File: src/common/wdt_defines.vh
// constants for the watchdog timer unit
`ifndef WDT_DEFINES_VH
`define WDT_DEFINES_VH
`define WDT_CTRL_ADDR     8'hC0
`define WDT_CTRL_RESET    8'h10
`define WDT_PRE_MSB       7
`define WDT_PRE_LSB       4
`define WDT_IRQ_SEL_BIT   3
`define WDT_FLAG_BIT      2
`define WDT_ENABLE_BIT    1
`define WDT_UNLOCK_BIT    0
`define WDT_CLK_HZ        40000000
`define WDT_TB_HZ         32768
`define WDT_CNT_W         16
`define WDT_PRE_IMMEDIATE 4'h8
// timebase ticks for the 15.6 ms base timeout: 2^9
`define WDT_BASE_TICKS    16'h0200
`endif

File: src/logic/wdt_unit.v
// watchdog timer unit with protected control register
`timescale 1ns/1ps
`include "wdt_defines.vh"
module wdt_unit #(
  parameter CLK_HZ = `WDT_CLK_HZ,
  parameter TB_HZ  = `WDT_TB_HZ
) (
  input  wire       clock,
  input  wire       sys_rst,
  input  wire [7:0] sfr_addr,
  input  wire [7:0] sfr_wdata,
  input  wire       sfr_wr,
  input  wire       sfr_bit_wr,
  input  wire [2:0] sfr_bit_sel,
  input  wire       sfr_bit_val,
  input  wire       sfr_rd,
  output reg  [7:0] sfr_rdata,
  output reg        wd_reset_req,
  output reg        wd_irq
);
  // fractional accumulator gives an average 32.768 kHz enable from the 40 MHz clock
  reg [31:0] tb_acc_q;
  reg        tb_tick_q;
  reg [15:0] wd_count_q;
  reg  [3:0] wd_prescale_q;
  reg        wd_irq_select_q;
  reg        wd_timeout_flag_q;
  reg        wd_enable_q;
  reg        wd_write_unlock_q;
  wire [7:0] watchdog_control;
  wire       hit;
  wire       bit_hit;
  wire       any_wr;
  wire [7:0] wr_val;
  wire       unlock_only;
  wire       accept;
  wire [15:0] limit;
  wire       timeout;
  wire       pre_valid;
  wire       immediate;

  function [15:0] wdt_limit;
    input [3:0] pre;
    begin
      wdt_limit = `WDT_BASE_TICKS << pre[2:0];
    end
  endfunction

  assign watchdog_control = {wd_prescale_q, wd_irq_select_q, wd_timeout_flag_q,
                             wd_enable_q, wd_write_unlock_q};
  assign hit     = (sfr_addr == `WDT_CTRL_ADDR);
  assign bit_hit = hit && sfr_bit_wr;
  assign any_wr  = hit && (sfr_wr || sfr_bit_wr);
  // bit-addressed writes modify one bit of the current image
  assign wr_val  = sfr_bit_wr ?
                   ((watchdog_control & ~(8'h01 << sfr_bit_sel)) |
                    ({7'h00, sfr_bit_val} << sfr_bit_sel)) : sfr_wdata;
  assign unlock_only = any_wr && bit_hit && (sfr_bit_sel == 3'h0) && sfr_bit_val;
  // any write other than the unlock itself must directly follow the unlock
  assign accept    = any_wr && !unlock_only && wd_write_unlock_q;
  assign pre_valid = !wd_prescale_q[3];
  assign immediate = (wd_prescale_q == `WDT_PRE_IMMEDIATE);
  assign limit     = wdt_limit(wd_prescale_q);
  assign timeout   = wd_enable_q && pre_valid && tb_tick_q &&
                     (wd_count_q == limit - 16'h0001);

  always @(posedge clock) begin
    if (sys_rst) begin
      tb_acc_q  <= 32'h00000000;
      tb_tick_q <= 1'b0;
    end else if (tb_acc_q + TB_HZ >= CLK_HZ) begin
      tb_acc_q  <= tb_acc_q + TB_HZ - CLK_HZ;
      tb_tick_q <= 1'b1;
    end else begin
      tb_acc_q  <= tb_acc_q + TB_HZ;
      tb_tick_q <= 1'b0;
    end
  end

  always @(posedge clock) begin
    if (sys_rst) begin
      wd_count_q <= 16'h0000;
    end else if (!wd_enable_q || accept) begin
      // stopped while disabled; any accepted write re-arms
      wd_count_q <= 16'h0000;
    end else if (timeout) begin
      wd_count_q <= 16'h0000;
    end else if (tb_tick_q) begin
      wd_count_q <= wd_count_q + 16'h0001;
    end
  end

  always @(posedge clock) begin
    if (sys_rst) begin
      {wd_prescale_q, wd_irq_select_q, wd_timeout_flag_q, wd_enable_q,
       wd_write_unlock_q} <= `WDT_CTRL_RESET;
      wd_reset_req <= 1'b0;
      wd_irq       <= 1'b0;
    end else begin
      wd_reset_req <= 1'b0;
      wd_irq       <= 1'b0;
      wd_write_unlock_q <= unlock_only;
      if (accept) begin
        wd_prescale_q   <= wr_val[`WDT_PRE_MSB:`WDT_PRE_LSB];
        wd_irq_select_q <= wr_val[`WDT_IRQ_SEL_BIT];
        wd_enable_q     <= wr_val[`WDT_ENABLE_BIT];
        wd_timeout_flag_q <= wr_val[`WDT_FLAG_BIT];
      end
      if (timeout) begin
        wd_timeout_flag_q <= 1'b1;
        if (wd_irq_select_q) begin
          wd_irq <= 1'b1;
        end else begin
          wd_reset_req <= 1'b1;
          wd_enable_q  <= 1'b0;
        end
      end else if (wd_enable_q && immediate) begin
        wd_timeout_flag_q <= 1'b1;
        wd_reset_req      <= 1'b1;
        wd_enable_q       <= 1'b0;
      end
    end
  end

  always @(posedge clock) begin
    if (sys_rst) begin
      sfr_rdata <= 8'h00;
    end else if (sfr_rd && hit) begin
      sfr_rdata <= watchdog_control;
    end else begin
      sfr_rdata <= 8'h00;
    end
  end
endmodule // wdt_unit

File: config.mk
export PLATFORM = sky130hd
export DESIGN_NAME = wdt_unit
export DESIGN_NICKNAME = d
export VERILOG_FILES = /design/src/logic/wdt_unit.v
export VERILOG_INCLUDE_DIRS = /design/src /design/src/common
export SDC_FILE = /design/constraint.sdc
export NUM_CORES = 1
export LEC_CHECK = 0
export BUFFER_PORTS_ARGS = -buffer_cell sky130_fd_sc_hd__buf_2
export CAP_MARGIN = 20
export CORE_AREA = 2 2 116 118
export CTS_BUF_LIST = sky130_fd_sc_hd__clkbuf_4 sky130_fd_sc_hd__clkbuf_8 sky130_fd_sc_hd__clkbuf_16
export CTS_CLUSTER_DIAMETER = 60
export DETAILED_ROUTE_END_ITERATION = 8
export DIE_AREA = 0 0 118 120
export PLACE_DENSITY = 0.54
export SYNTH_ARGS = -nofsm -noshare
export SYNTH_HDL_FRONTEND = slang
export SYNTH_SLANG_ARGS = --single-unit
File: constraint.sdc
create_clock -name clock -period 5.9 [get_ports clock]
set_clock_uncertainty 0.1 [all_clocks]
set_input_delay 1.18 -clock clock [delete_from_list [all_inputs] [get_ports clock]]
set_output_delay 1.18 -clock clock [all_outputs]
set_load 0.005 [all_outputs]
# Word-level counts from Yosys, hierarchy flattened

Cells that the tools add are included.

Register bits: 67
Output and inout bits: 10

$add $sub $neg: 4
$lt $le $gt $ge: 1
Equality and inequality tests: 3
Shift-type cells: 3
Mux-type cells: 14
Bitwise gates (word level): 5
Reductions and logical operators: 22

Operators with widths:

| operator                                                                | count |
|---|---|
| 32-bit by 16-bit adder with 32-bit output, second input constant        | 1 |
| 32-bit by 26-bit >= comparator with 1-bit output, second input constant | 1 |
| 32-bit two-way mux                                                      | 1 |
| 32-bit by 26-bit subtractor with 32-bit output, second input constant   | 1 |
| 16-bit by 1-bit adder with 16-bit output, second input constant         | 1 |
| 16-bit equality test                                                    | 1 |
| 10-bit by 3-bit << shifter with 16-bit output, first input constant     | 1 |
| 16-bit by 1-bit subtractor with 16-bit output, second input constant    | 1 |
| 1-bit logical AND                                                       | 12 |
| 1-bit two-way mux                                                       | 12 |
| 8-bit AND                                                               | 1 |
| 8-bit equality test, second input constant                              | 1 |
| 8-bit two-way mux                                                       | 1 |
| 8-bit inverter                                                          | 1 |
| 8-bit OR                                                                | 1 |
| 1-bit by 3-bit << shifter with 8-bit output                             | 1 |
| 1-bit by 3-bit << shifter with 8-bit output, first input constant       | 1 |
| 4-bit equality test, second input constant                              | 1 |
| 2-bit OR reduction                                                      | 2 |
| 1-bit logical NOT                                                       | 3 |
| 3-bit logical NOT                                                       | 1 |
| 3-bit nonzero test                                                      | 1 |
| 3-bit OR reduction                                                      | 1 |
| 1-bit logical OR                                                        | 2 |
| 1-bit inverter                                                          | 2 |

# Depth between registers and ports, before layout

Depth after elaboration: 11
Mapped depth: 13
Gate-level depth less buffers: 10

# Least setup slack after synthesis

OpenSTA, ideal clock, no wires.

Kind: input to register
Start: input sfr_addr[1]
End: register wd_timeout_flag_q
Setup time: 0.128 ns
Arrival: 2.745 ns
Data required time: 5.672 ns
Path slack: 2.928 ns
Cell stages on the path: 7
Buffers on the path: 1
Cells stage by stage: nor4_1 > nand4_1 > nor3_1 > clkbuf_1 > a21boi_0 > a2111oi_0 > nor2_1

Word-level cells in the longest chain between the ends: 9
Elaborated cells on any way between the ends: 10
Those cells by class: eq/ne: 1; reduce/logical: 9

Ends and longest elaborated chain:

| element                                     | line                         | RTL |
|---|---|---|
| start, declared                             | wdt_unit.v:10                | `input wire [7:0] sfr_addr,` |
| 8-bit equality test (no line) *             | -                            |  |
| 1-bit logical AND, on equally long branches | wdt_unit.v:53, wdt_unit.v:52 |  |
| 1-bit logical AND (3 in a row)              | wdt_unit.v:58                | `assign unlock_only = any_wr && bit_hit && (sfr_bit_sel == 3'h0) && sfr_bit_val;` |
| 1-bit logical NOT                           | wdt_unit.v:60                | `assign accept = any_wr && !unlock_only && wd_write_unlock_q;` |
| 1-bit logical AND * (2 in a row)            | wdt_unit.v:60                |  |
| 3-bit nonzero test (no line) *              | -                            |  |
| end signal, assigned                        | wdt_unit.v:107               | `` wd_timeout_flag_q <= wr_val[`WDT_FLAG_BIT]; `` |
| end, declared                               | wdt_unit.v:27                | `reg wd_timeout_flag_q;` |

Every way passes the cells marked *; elsewhere a longest branch is shown, timed or not.
A chain may end at the register's enable or synchronous reset.

# Worst setup path after layout

Start: register tb_acc_q[15]
End: register tb_acc_q[12]

Word-level cells in the longest chain between the ends: 3

Ends and longest elaborated chain:

| element                                          | line          | RTL |
|---|---|---|
| start, declared                                  | wdt_unit.v:22 | `reg [31:0] tb_acc_q;` |
| start signal, assigned                           | wdt_unit.v:72 | `tb_acc_q <= tb_acc_q + TB_HZ - CLK_HZ;` |
| start signal, assigned                           | wdt_unit.v:75 | `tb_acc_q <= tb_acc_q + TB_HZ;` |
| 32-bit by 16-bit adder with 32-bit output        | wdt_unit.v:71 | `end else if (tb_acc_q + TB_HZ >= CLK_HZ) begin` |
| 32-bit by 26-bit >= comparator with 1-bit output | wdt_unit.v:71 |  |
| 32-bit two-way mux                               | wdt_unit.v:71 |  |

No other way between the ends.

==> metrics.md <==
| Metric | Value |
|---|---|
| Area growth from synthesis to layout | `14.9%` |
| Flop pwr share | `33.5%` |
| Total of endpoints with negative setup slack in the final report | `0` |
| Cell taking the most area after synthesis | `sky130_fd_sc_hd__dfxtp_1` |
| Design internal power | `1090 uW` |
| Post-synth top flop | `sky130_fd_sc_hd__dfxtp_1` |
| Overall routed net length | `8180 um` |
| Final count of pins violating max slew | `0` |
| Post-CTS setup repair buffer count | `0` |
| Proportion of total power due to net switching | `39.3%` |
| Number of buffers inserted during clock tree synthesis | `9` |
| Minimum clock period after layout | `3.69 ns` |
| R2R cell count | `8` |
| Pin count of the biggest net entering global routing | `43` |
| Die X-Extent | `118 um` |
| Net Switching | `706 uW` |
| CTS Sinks | `58` |
| Share of cells above drive strength 1 | `16.2%` |
| Max VDD drop | `0.000128 V` |
| Final hold viol count | `0` |
| Count of unique library cells instantiated by Yosys | `73` |
| Maximum cell stage delay along the critical path | `0.60 ns` |
| Worst-Skew Late Latency | `0.33 ns` |
| Drt first-iter violations | `175` |
| Antenna violations before repair | `0` |
| Die Y-Extent | `120 um` |
| Utilization after layout | `32.5%` |
| Relative contribution of combinational cells to total power | `37.4%` |
| RSZ-0062 raised after global routing | `false` |
| Arrival time at the worst endpoint | `3.84 ns` |
| First-pass GRT wire length | `14,000 um` |
| Clk Tree Root Cell | `sky130_fd_sc_hd__clkbuf_16` |
| Maximum number of buffers from clock root to sink | `2` |
| Number of inserted diodes | `0` |
| Slew at the pin closest to its max-slew limit | `0.916 ns` |
| Biggest area contributors in the synthesized netlist | `sky130_fd_sc_hd__dfxtp_1, sky130_fd_sc_hd__nor2_1, sky130_fd_sc_hd__xnor2_1` |
| Count of vias placed by the detailed router | `3,231` |
| Placer congestion estimate | `0.774` |
| Reported leakage power | `0.00155 uW` |
| Proportion of netlist area held by the largest area contributor | `31.6%` |
| Hold bufs inserted after CTS | `0` |
| Routed wirelength normalized by instance count | `12.7 um` |
| Worst Hold Depth | `1` |
| Global routing usage summed across all routing layers | `12.0%` |
| Total number of yosys warnings | `0` |
| Fraction of registers with async set/reset | `0%` |
| Max-cap violations | `0` |
| Type of element launching the critical path | `flop` |
| Required time reported for the critical path endpoint | `6.05 ns` |
| Via density | `5.01` |
| Syn Inst Count | `444` |
| Total core area | `0.0130 mm2` |
| Via count of the first global-routing pass | `3,009` |
| Pwr per Cell Area | `426 mW/mm2` |
| Share of the clock period used by the worst path | `62.5%` |
| Number of port buffers | `33` |
| Detailed placer's ending HPWL | `5780 um` |
| Synthesized area per cell | `8.27 um2` |
| Overflow after GRT | `0` |
| Category of the worst setup path capture point | `flop` |
| Maximum clock frequency | `271 MHz` |
| Detailed-route DRC error count | `0` |
| Slew HR | `38.9%` |
| 1st-pass router iterations | `4` |
| Effective utilization at floorplan | `28.3%` |
| Clk network pwr share | `29.0%` |
| Setup CP Type | `flop to flop` |
| CTS tree | `yes` |
| Synth Register Bits | `58` |
| Worst-path cell chain | `ha_1 -> nand4_4 -> nor3_1 -> xor2_1 -> o311ai_1 -> and4_1 -> or3_1 -> a21oi_1` |
| Top-level port count | `35` |
| Run status | `finished clean` |
| Total number of placement rows | `42` |
| Number of enable flip-flop cells after synthesis | `0` |
| Total Neg Setup Slack | `0 ns` |
| Synth Net Count | `474` |
| Hold Path Class | `flop to flop` |
| Number of nets in the final layout | `494` |
| DRT antenna net count | `0` |
| Post-CTS clock slew at the launch and capture registers of the worst setup and hold paths | `0.05 ns` |
| CTS-repair resized insts | `0` |
| Post-synthesis sequential area ratio | `31.6%` |
| Die area | `0.0142 mm2` |
| Synth Cell Area | `0.00367 mm2` |
| Slowest-stage cell, CP | `sky130_fd_sc_hd__xor2_1` |
| H-tree Lvls | `3` |
| Biggest fanout along the worst timing path | `28` |
## critical path: cells and delay by family (launching register included)
kind	cells	cell delay, ns
simple gates	4	1.49
flops	1	0.45
fa+ha+maj	1	0.48
compound gates	2	0.49
xor+xnor	1	0.60
## per-layer routing
metal / share of wire (%) / wire length [um] / track usage [%]
met1: 47 / 3870 / 15.2
met2: 46 / 3780 / 19.4
met3: 4.9 / 398 / 3.42
met4: 1.6 / 129 / 4.52
met5: 0 / 0 / 0
## sequential cells by signal, indices dropped and copies added, names as in the netlist, 4 cells and up
name           cells
sfr_rdata          8
tb_acc_q          23
wd_count_q        16
wd_prescale_q      4
## per-stage QoR
stage / setup slack (ns) / power [uW] / cells / cell area, um2 / hold slack, ns
detailed placement: 2.26 / 1280 / 629 / 3910 / 0.370
finish: 2.21 / 1800 / 645 / 4220 / 0.373
global placement: 2.27 / 1250 / 629 / 3910 / 0.353
CTS: 2.19 / 1810 / 645 / 4220 / 0.385
floorplan: 2.93 / 1190 / 444 / 3670 / 0.323
global route: 1.93 / 1920 / 645 / 4220 / 0.405
## cells in the final DEF (no fill, tap or decap), types with 3 or more instances in the layout
master | Yosys | layout
sky130_fd_sc_hd__mux2i_1 | 12 | 12
sky130_fd_sc_hd__and4_1 | 4 | 4
sky130_fd_sc_hd__ha_1 | 5 | 5
sky130_fd_sc_hd__nand4_1 | 13 | 13
sky130_fd_sc_hd__dfxtp_1 | 58 | 58
sky130_fd_sc_hd__o21bai_1 | 3 | 3
sky130_fd_sc_hd__o21ai_0 | 8 | 8
sky130_fd_sc_hd__nand2b_1 | 5 | 5
sky130_fd_sc_hd__clkbuf_16 | 0 | 9
sky130_fd_sc_hd__xor2_1 | 16 | 16
sky130_fd_sc_hd__clkinvlp_4 | 0 | 3
sky130_fd_sc_hd__nor3b_1 | 7 | 7
sky130_fd_sc_hd__nand2_1 | 29 | 29
sky130_fd_sc_hd__xnor2_1 | 17 | 17
sky130_fd_sc_hd__nor4b_1 | 3 | 3
sky130_fd_sc_hd__nor3_1 | 14 | 14
sky130_fd_sc_hd__or3_1 | 8 | 8
sky130_fd_sc_hd__a21oi_1 | 22 | 22
sky130_fd_sc_hd__nor3_2 | 8 | 8
sky130_fd_sc_hd__and3_1 | 12 | 12
sky130_fd_sc_hd__nor2_1 | 52 | 52
sky130_fd_sc_hd__inv_1 | 13 | 13
sky130_fd_sc_hd__a22oi_1 | 4 | 4
sky130_fd_sc_hd__o21ai_1 | 10 | 10
sky130_fd_sc_hd__nor2b_1 | 5 | 5
sky130_fd_sc_hd__o31a_1 | 4 | 4
sky130_fd_sc_hd__buf_2 | 6 | 33
sky130_fd_sc_hd__nand3_1 | 21 | 21
sky130_fd_sc_hd__o21a_1 | 5 | 5
sky130_fd_sc_hd__and2_1 | 10 | 10
sky130_fd_sc_hd__nor4_1 | 5 | 5
## cells by family (layout without fill, tap and decap cells)
logic type               count (synthesis)  after routing  share of synthesized area (%)
flip-flops                              58             58                           31.6
buffers and inverters                   39             64                           5.66
multiplexers                            13             13                           3.58
adder cells (fa/ha/maj)                  5              5                           1.70
AO/OA/AOI/OAI                           81             81                           16.0
AND/OR/NAND/NOR                        215            215                           33.5
XOR/XNOR                                33             33                           7.88
## area by class of cell
class / instances / area, um2
multi-input combinational: 347 / 2300
fill: 1395 / 8760
sequential: 58 / 1160
clock inverter: 6 / 66.3
timing repair buffer: 35 / 180
clock buffer: 10 / 239
tap: 176 / 220
inverter: 13 / 48.8
## path summary, 6_finish.rpt
| kind | endpoint | from | slack, ns |
|---|---|---|---|
| max | tb_acc_q[12] | tb_acc_q[15] | 2.21 |
| min | sfr_rdata[2] | wd_timeout_flag_q | 0.37 |
| max reg2reg | tb_acc_q[12] | tb_acc_q[15] | 2.21 |
| min reg2reg | sfr_rdata[2] | wd_timeout_flag_q | 0.37 |
## synthesized netlist by cell type, types with 2 or more instances
cell type / count
sky130_fd_sc_hd__and2_1: 10
sky130_fd_sc_hd__nor2b_1: 5
sky130_fd_sc_hd__nand2_1: 29
sky130_fd_sc_hd__o21a_1: 5
sky130_fd_sc_hd__nand3_1: 21
sky130_fd_sc_hd__nand2b_1: 5
sky130_fd_sc_hd__o211ai_1: 2
sky130_fd_sc_hd__and3b_1: 2
sky130_fd_sc_hd__o21bai_1: 3
sky130_fd_sc_hd__and3_1: 12
sky130_fd_sc_hd__clkbuf_1: 8
sky130_fd_sc_hd__o31a_1: 4
sky130_fd_sc_hd__a2bb2oi_1: 2
sky130_fd_sc_hd__dfxtp_1: 58
sky130_fd_sc_hd__xnor2_1: 17
sky130_fd_sc_hd__ha_1: 5
sky130_fd_sc_hd__inv_1: 13
sky130_fd_sc_hd__nor4b_1: 3
sky130_fd_sc_hd__buf_1: 2
sky130_fd_sc_hd__nand3b_1: 2
sky130_fd_sc_hd__nor3_1: 14
sky130_fd_sc_hd__or4_1: 2
sky130_fd_sc_hd__o21ai_1: 10
sky130_fd_sc_hd__a21oi_1: 22
sky130_fd_sc_hd__xor2_1: 16
sky130_fd_sc_hd__buf_6: 5
sky130_fd_sc_hd__nor3_2: 8
sky130_fd_sc_hd__o22ai_1: 2
sky130_fd_sc_hd__and4_1: 4
sky130_fd_sc_hd__o21ai_0: 8
sky130_fd_sc_hd__a22oi_1: 4
sky130_fd_sc_hd__buf_4: 4
sky130_fd_sc_hd__buf_2: 6
sky130_fd_sc_hd__mux2i_1: 12
sky130_fd_sc_hd__or3_1: 8
sky130_fd_sc_hd__nand4_1: 13
sky130_fd_sc_hd__nor3b_1: 7
sky130_fd_sc_hd__nor4_1: 5
sky130_fd_sc_hd__nor2_1: 52
## power by group through the flow
stage / sequential [uW] / clock (uW) / combinational (uW)
2_1_floorplan: 533 / 0 / 660
3_3_place_gp: 604 / 0 / 651
3_5_place_dp: 607 / 0 / 669
4_1_cts: 599 / 537 / 676
5_1_grt: 616 / 554 / 754
6_report: 602 / 521 / 672
Power figures use the tool's default switching activity.
